<file path="config.mk">
export PLATFORM = sky130hd
export DESIGN_NAME = flcu_fast_loop_counter_unit
export DESIGN_NICKNAME = d
export VERILOG_FILES = /design/src/hdl/flcu_pkg.sv /design/src/hdl/flcu_loop_eval.sv /design/src/hdl/flcu_count_word.sv /design/src/hdl/flcu_fast_loop_counter_unit.sv
export SDC_FILE = /design/constraint.sdc
export NUM_CORES = 1
export LEC_CHECK = 0
export BUFFER_PORTS_ARGS = -buffer_cell sky130_fd_sc_hd__buf_2
export CAP_MARGIN = 30
export CORE_UTILIZATION = 35
export CTS_BUF_LIST = sky130_fd_sc_hd__clkbuf_4
export CTS_CLUSTER_SIZE = 20
export DETAILED_ROUTE_END_ITERATION = 8
export GPL_TIMING_DRIVEN = 0
export REMOVE_ABC_BUFFERS = 1
export SYNTH_ARGS = -nofsm -noshare
export SYNTH_HDL_FRONTEND = slang
export SYNTH_HIERARCHICAL = 1
export SYNTH_SLANG_ARGS = --single-unit
</file>
<file path="constraint.sdc">
create_clock -name sys_clk -period 3.5 [get_ports sys_clk]
set_clock_uncertainty 0.15 [all_clocks]
set_input_delay 0.35 -clock sys_clk [delete_from_list [all_inputs] [get_ports sys_clk]]
set_output_delay 0.35 -clock sys_clk [all_outputs]
set_load 0.005 [all_outputs]
</file>
<file path="src/hdl/flcu_pkg.sv">
// Purpose: shared constants for the fast loop counter unit
// Assumes: four counter words, one loop call per word, single clock
// Notes:   no printed reset value exists, so the counter words clear to zero
`default_nettype none
package flcu_pkg;
  localparam int unsigned                  FLCU_NUM_WORDS   = 4;
  localparam int unsigned                  FLCU_IDX_W       = 2;
  localparam int unsigned                  FLCU_WORD_W      = 16;
  localparam int unsigned                  FLCU_CC_W        = 8;

  // system data word numbers and call numbers, numbered consecutively
  localparam int unsigned                  FLCU_SDW_BASE    = 60;
  localparam int unsigned                  FLCU_CALL_BASE   = 160;

  // index of each counter word inside the unit
  localparam logic [FLCU_IDX_W-1:0]        FLCU_IDX_A       = 2'h0;
  localparam logic [FLCU_IDX_W-1:0]        FLCU_IDX_B       = 2'h1;
  localparam logic [FLCU_IDX_W-1:0]        FLCU_IDX_C       = 2'h2;
  localparam logic [FLCU_IDX_W-1:0]        FLCU_IDX_D       = 2'h3;

  localparam logic [FLCU_WORD_W-1:0]       FLCU_WORD_RST    = 16'h0000;
  localparam logic [FLCU_WORD_W-1:0]       FLCU_WORD_ONE    = 16'h0001;
  localparam logic [FLCU_WORD_W-1:0]       FLCU_WORD_MAX    = 16'hFFFF;
  localparam logic [FLCU_CC_W-1:0]         FLCU_CC_RST      = 8'h00;
  localparam logic [FLCU_CC_W-1:0]         FLCU_CC_CLEARED  = 8'h00;
  localparam logic                         FLCU_RLO_RST     = 1'b0;
endpackage : flcu_pkg
`default_nettype wire

</file>
<file path="src/hdl/flcu_loop_eval.sv">
// Purpose: decrement one counter value and derive the loop flag
// Assumes: purely combinational, used by the unit's call path
// Notes:   wraps zero to all ones on purpose
`default_nettype none
module flcu_loop_eval (
  input  wire logic [flcu_pkg::FLCU_WORD_W-1:0] curValue,
  output logic      [flcu_pkg::FLCU_WORD_W-1:0] decValue,
  output logic                                  nonZero
);
  import flcu_pkg::*;

  always_comb begin
    decValue = curValue - FLCU_WORD_ONE;
    nonZero  = (decValue != FLCU_WORD_RST);
  end
endmodule : flcu_loop_eval
`default_nettype wire

</file>
<file path="src/hdl/flcu_count_word.sv">
// Purpose: one 16-bit loop counter word
// Assumes: write and decrement requests come from the same clock domain
// Notes:   a decrement in the same cycle as a write wins; the write is dropped
`default_nettype none
module flcu_count_word (
  input  wire logic                              sys_clk,
  input  wire logic                              arst_n,
  input  wire logic                              ce,
  input  wire logic                              wrEn,
  input  wire logic [flcu_pkg::FLCU_WORD_W-1:0]  wrData,
  input  wire logic                              decEn,
  input  wire logic [flcu_pkg::FLCU_WORD_W-1:0]  decValue,
  output logic      [flcu_pkg::FLCU_WORD_W-1:0]  value_ff
);
  import flcu_pkg::*;

  logic [FLCU_WORD_W-1:0] nxt_value;

  always_comb begin
    nxt_value = value_ff;
    if (decEn) begin
      nxt_value = decValue;
    end else if (wrEn) begin
      nxt_value = wrData;
    end
  end

  always_ff @(posedge sys_clk or negedge arst_n) begin
    if (!arst_n) begin
      value_ff <= FLCU_WORD_RST;
    end else if (ce) begin
      value_ff <= nxt_value;
    end
  end
endmodule : flcu_count_word
`default_nettype wire

</file>
<file path="src/hdl/flcu_fast_loop_counter_unit.sv">
// Purpose: four loop counter words with their loop calls
// Assumes: the processor core drives all requests from sys_clk logic
// Notes:   accumulators are not wired to this unit at all, so they cannot change
`default_nettype none
module flcu_fast_loop_counter_unit (
  input  wire logic                                sys_clk,
  input  wire logic                                arst_n,
  input  wire logic                                ce,
  // system data word access
  input  wire logic                                sdwWrEn,
  input  wire logic [flcu_pkg::FLCU_IDX_W-1:0]     sdwWrIdx,
  input  wire logic [flcu_pkg::FLCU_WORD_W-1:0]    sdwWrData,
  input  wire logic                                sdwRdEn,
  input  wire logic [flcu_pkg::FLCU_IDX_W-1:0]     sdwRdIdx,
  output logic      [flcu_pkg::FLCU_WORD_W-1:0]    sdwRdData_ff,
  output logic                                     sdwRdValid_ff,
  // loop calls
  input  wire logic                                loopCallEn,
  input  wire logic [flcu_pkg::FLCU_IDX_W-1:0]     loopCallIdx,
  output logic                                     loopCallDone_ff,
  output logic                                     loopCallError_ff,
  // condition state shared with the core
  input  wire logic                                rloWrEn,
  input  wire logic                                rloWrData,
  input  wire logic                                ccWrEn,
  input  wire logic [flcu_pkg::FLCU_CC_W-1:0]      ccWrData,
  output logic                                     resultOfLogicBit_ff,
  output logic      [flcu_pkg::FLCU_CC_W-1:0]      condCodes_ff
);
  import flcu_pkg::*;

  logic [FLCU_WORD_W-1:0] wordValue [FLCU_NUM_WORDS];
  logic [FLCU_WORD_W-1:0] selValue;
  logic [FLCU_WORD_W-1:0] decValue;
  logic                   nonZero;

  logic                   nxt_rlo;
  logic [FLCU_CC_W-1:0]   nxt_cc;
  logic                   nxt_done;
  logic                   nxt_error;
  logic [FLCU_WORD_W-1:0] nxt_rdData;
  logic                   nxt_rdValid;

  // the call index picks exactly one word; no other word is touched
  always_comb begin
    selValue = wordValue[loopCallIdx];
  end

  flcu_loop_eval u_eval (
    .curValue (selValue),
    .decValue (decValue),
    .nonZero  (nonZero)
  );

  genvar gi;
  generate
    for (gi = 0; gi < FLCU_NUM_WORDS; gi++) begin : g_word
      flcu_count_word u_word (
        .sys_clk  (sys_clk),
        .arst_n   (arst_n),
        .ce       (ce),
        .wrEn     (sdwWrEn && (sdwWrIdx == FLCU_IDX_W'(gi))),
        .wrData   (sdwWrData),
        .decEn    (loopCallEn && (loopCallIdx == FLCU_IDX_W'(gi))),
        .decValue (decValue),
        .value_ff (wordValue[gi])
      );
    end
  endgenerate

  // condition state: a call overrides any core write in the same cycle
  always_comb begin
    nxt_rlo   = resultOfLogicBit_ff;
    nxt_cc    = condCodes_ff;
    nxt_done  = 1'b0;
    nxt_error = 1'b0;
    // a call touches only its word, the flag and the codes; no accumulator path
    if (loopCallEn) begin
      nxt_rlo  = nonZero;
      nxt_cc   = FLCU_CC_CLEARED;
      nxt_done = 1'b1;
    end else begin
      if (rloWrEn) begin
        nxt_rlo = rloWrData;
      end
      if (ccWrEn) begin
        nxt_cc = ccWrData;
      end
    end
  end

  always_ff @(posedge sys_clk or negedge arst_n) begin
    if (!arst_n) begin
      resultOfLogicBit_ff <= FLCU_RLO_RST;
      condCodes_ff        <= FLCU_CC_RST;
      loopCallDone_ff     <= 1'b0;
      loopCallError_ff    <= 1'b0;
    end else if (ce) begin
      resultOfLogicBit_ff <= nxt_rlo;
      condCodes_ff        <= nxt_cc;
      loopCallDone_ff     <= nxt_done;
      loopCallError_ff    <= nxt_error;
    end
  end

  // readback shows the stored word as of the read cycle
  always_comb begin
    nxt_rdData  = sdwRdData_ff;
    nxt_rdValid = sdwRdEn;
    if (sdwRdEn) begin
      nxt_rdData = wordValue[sdwRdIdx];
    end
  end

  always_ff @(posedge sys_clk or negedge arst_n) begin
    if (!arst_n) begin
      sdwRdData_ff  <= FLCU_WORD_RST;
      sdwRdValid_ff <= 1'b0;
    end else if (ce) begin
      sdwRdData_ff  <= nxt_rdData;
      sdwRdValid_ff <= nxt_rdValid;
    end
  end
endmodule : flcu_fast_loop_counter_unit
`default_nettype wire

</file>
==> results.txt <==
----------------------------------------------------
[CTS]
  CTS clk-pin slew, worst paths ... 0.15 ns
  TritonCTS clock tree ... built
  Worst-Skew Late Latency ... 0.48 ns
  Post-CTS Setup Inserts ... 0
  Longest Clk Path Bufs ... 2
  Number of clock buffers inserted by TritonCTS ... 9
  Post-CTS sizing ... 0
  CTS H-tree lvls ... 3
  Clock net sink count ... 91
  Clk Tree Root Cell ... sky130_fd_sc_hd__clkbuf_4

[Critical path]
  Classification of the worst setup path ... in -> reg
  Data required, critical path ... 3.71 ns
  Startpoint type of the worst setup path ... primary input
  Kind of end point of the critical path ... flip-flop
  Worst-path maximum fanout ... 20
  Data arrival time at the worst-slack endpoint ... 3.48 ns

[Synthesis]
  Syn Inst Count ... 542
  Count of warnings emitted by yosys ... 6
  Mean instance size in the synthesized netlist ... 10.30 um2
  Number of enable-type register cells in the synthesized netlist ... 0
  Count of cell types in the netlist ... 46
  Netlist area before placement ... 5582 um2
  Dominant synthesized flop cell ... sky130_fd_sc_hd__dfrtp_1
  Share of synthesized registers carrying an async set or reset ... 100.0%
  Sequential cell area fraction in the yosys report ... 40.80%
  Count of state elements after synthesis ... 91

[Floorplan]
  Boundary pin count ... 67
  Floorplan row count ... 45
  Chip height ... 128.3 um
  Placeable core region ... 15370 um2
  Overall die area ... 16460 um2
  Die width ... 128.3 um
  Initial core utilization ... 36.31%

[Cells and area]
  Layout fillers ... 1531
  Storage cell area ... 2277 um2
  Final standard cell count with taps included and fillers excluded ... 796
  Most common cell after layout, fill and taps aside ... sky130_fd_sc_hd__dfrtp_1
  Area overhead of the layout relative to synthesis ... 10.49%
  Multi-input combinational cell area ... 2930 um2
  Ratio of cells with drive above 1 in the final layout ... 21.23%
  Commonest cells after routing, fill and taps aside ... sky130_fd_sc_hd__dfrtp_1 (91), sky130_fd_sc_hd__o22ai_1 (70), sky130_fd_sc_hd__nor2_1 (69)
  Final Net Count ... 621

[Timing]
  Tightest Pin Transition ... 1.001 ns
  Unrepaired setup endpoints after global routing ... no
  Min Clock Period, post-route ... 3.269 ns
  Number of slew-limit violations in the final report ... 0
  Endpoints failing hold ... 0
  Maximum achievable frequency ... 305.9 MHz
  Final setup viols ... 0
  Worst max-slew margin expressed relative to the limit ... 33.27%
  Part of the cycle the worst path needs ... 93.40%
  Final setup TNS ... 0 ns

[Drt]
  Vias per cell ... 6.285
  Final wirelength ... 17710 um
  Detailed-routing iteration count for the pre-antenna-repair pass ... 7
  Violation count after the first detailed-routing iteration ... 667
  Post-route ant nets ... 0
  Vias post-DR ... 5003
  Avg WL per Cell ... 22.25 um
  Residual DRC count ... 0

[Pwr]
  Power density normalized to cell area ... 487.7 nW/um2
  Leak Pwr ... 2.573 nW
  Worst-case vdd ir drop ... 0.0001522 V

[Global routing]
  Largest net degree at the start of global routing ... 97
  First-pass GRT wire length ... 27840 um
  Number of antenna violations at the first check in global routing ... 1
  GRT Util Overall ... 22.46%
  Remaining global-route overflow ... 0
  Via count of the first global-routing pass ... 5008

[Min path]
  Type of the most critical hold path ... in -> reg

[Run status]
  Result of the run ... finished, final reports clean

[Placement]
  Final weighted congestion of routability-driven global placement ... 0.7996
  Post-Place Cells ... 771
  Placed wire-length estimate ... 10800 um
  Count of buffers inserted at the top-level ports ... 65

[Job]
  Number of max-capacitance violations reported ... 0

----------------------------------------------------
## layer usage
layer / vias up / track usage (%) / share of wire (%)
li1: 2198 / - / -
met4: 0 / 11.83 / 2.6
met3: 37 / 4.132 / 7.6
met1: 2517 / 29.57 / 42
met2: 251 / 35.07 / 48
met5: - / 0 / 0
## logic make-up after synthesis
kind of cell	synth area share, %
compound gates	23.09
xor+xnor	2.174
fa+ha+maj	0.4483
buf+inv	6.882
flops	40.80
mux	12.19
other cells	0.06718
simple gates	14.35
## registers in the layout, indices dropped and copies added (netlist names)
register                flops
loopCallDone_ff             1
sdwRdValid_ff               1
sdwRdData_ff               16
g_word.u_word/value_ff     64
condCodes_ff                8
resultOfLogicBit_ff         1
## final timing paths
check                                             start                      endpoint  slack, ns  depth (start not counted)
max                                      loopCallIdx[0]           resultOfLogicBit_ff       0.23                          9
min                                         ccWrData[3]               condCodes_ff[3]       0.02                          3
max reg2reg                g_word[2].u_word/value_ff[0]           resultOfLogicBit_ff       0.37                          8
min reg2reg                             sdwRdData_ff[5]               sdwRdData_ff[5]       0.35                          2
max in group asynchronous                        arst_n  g_word[1].u_word/value_ff[8]       2.32                          3
min in group asynchronous                        arst_n               condCodes_ff[3]       0.19                          2
## critical path: stages
cell and delay (ns):
sky130_fd_sc_hd__buf_2 0.56, sky130_fd_sc_hd__mux4_2 0.66, sky130_fd_sc_hd__nor3_2 0.49, sky130_fd_sc_hd__nand3_2 0.28, sky130_fd_sc_hd__nor4_4 0.32, sky130_fd_sc_hd__xor2_2 0.18
sky130_fd_sc_hd__a2111o_1 0.45, sky130_fd_sc_hd__o22ai_1 0.13, sky130_fd_sc_hd__a21oi_1 0.06
## per-stage QoR
step | util, % | cell area (um2) | worst slack (ns) | power, W | hold WS [ns]
after floorplan | - | 5250 | 0.7114 | 0.002049 | -0.09559
after global placement | 37.99 | 5839 | -1.775 | 0.002358 | 0.3196
after detailed placement | 38.61 | 5934 | -0.3139 | 0.002411 | 0.1818
after CTS | 39.88 | 6130 | 0.2169 | 0.003007 | 0.0008756
after global routing | 40.12 | 6167 | 0.04465 | 0.003187 | 0.03738
final | 40.12 | 6167 | 0.2311 | 0.003008 | 0.01870
## layout make-up
type | count | share of cell area, %
Antenna cell | 1 | 0.04058
Clock buffer | 11 | 1.339
Clock inverter | 4 | 0.6898
Inverter | 14 | 0.8521
Multi-Input combinational cell | 385 | 47.51
Sequential cell | 91 | 36.92
Tap cell | 211 | 4.281
Timing Repair Buffer | 79 | 8.359
## where the power goes
part           internal (W)  leakage [nW]  switching [W]
sequential          0.00123          1.17       0.000163
clock              0.000225        0.0718       0.000367
combinational      0.000445          1.34       0.000583
## Yosys cell counts, types with 3 or more instances
cell / count / area [um2]
sky130_fd_sc_hd__clkbuf_1: 19 / 71.32
sky130_fd_sc_hd__xnor2_1: 5 / 43.79
sky130_fd_sc_hd__nand2b_1: 3 / 18.77
sky130_fd_sc_hd__o32ai_1: 56 / 490.5
sky130_fd_sc_hd__a2bb2oi_1: 8 / 70.07
sky130_fd_sc_hd__o221ai_2: 10 / 150.1
sky130_fd_sc_hd__nor2_1: 69 / 259.0
sky130_fd_sc_hd__o21ai_0: 6 / 30.03
sky130_fd_sc_hd__or3_1: 3 / 18.77
sky130_fd_sc_hd__nor4bb_1: 8 / 80.08
sky130_fd_sc_hd__a21oi_1: 6 / 30.03
sky130_fd_sc_hd__or2_1: 6 / 37.54
sky130_fd_sc_hd__mux2i_1: 32 / 320.3
sky130_fd_sc_hd__o221ai_1: 6 / 52.55
sky130_fd_sc_hd__nor3_2: 3 / 30.03
sky130_fd_sc_hd__inv_1: 14 / 52.55
sky130_fd_sc_hd__mux4_2: 16 / 360.4
sky130_fd_sc_hd__xor2_1: 7 / 61.31
sky130_fd_sc_hd__buf_2: 16 / 80.08
sky130_fd_sc_hd__nand2_1: 31 / 116.4
sky130_fd_sc_hd__buf_4: 3 / 22.52
sky130_fd_sc_hd__o22ai_1: 70 / 437.9
sky130_fd_sc_hd__nor3_1: 13 / 65.06
sky130_fd_sc_hd__dfrtp_1: 91 / 2277
sky130_fd_sc_hd__buf_6: 14 / 157.7
## repair_timing
item | in CTS | in global routing
hold buffers | 7 | 0
hold endpoints to repair | 37 | 0
setup endpoints to repair | 0 | 0
Note: power is estimated with default switching activity, not from simulation.
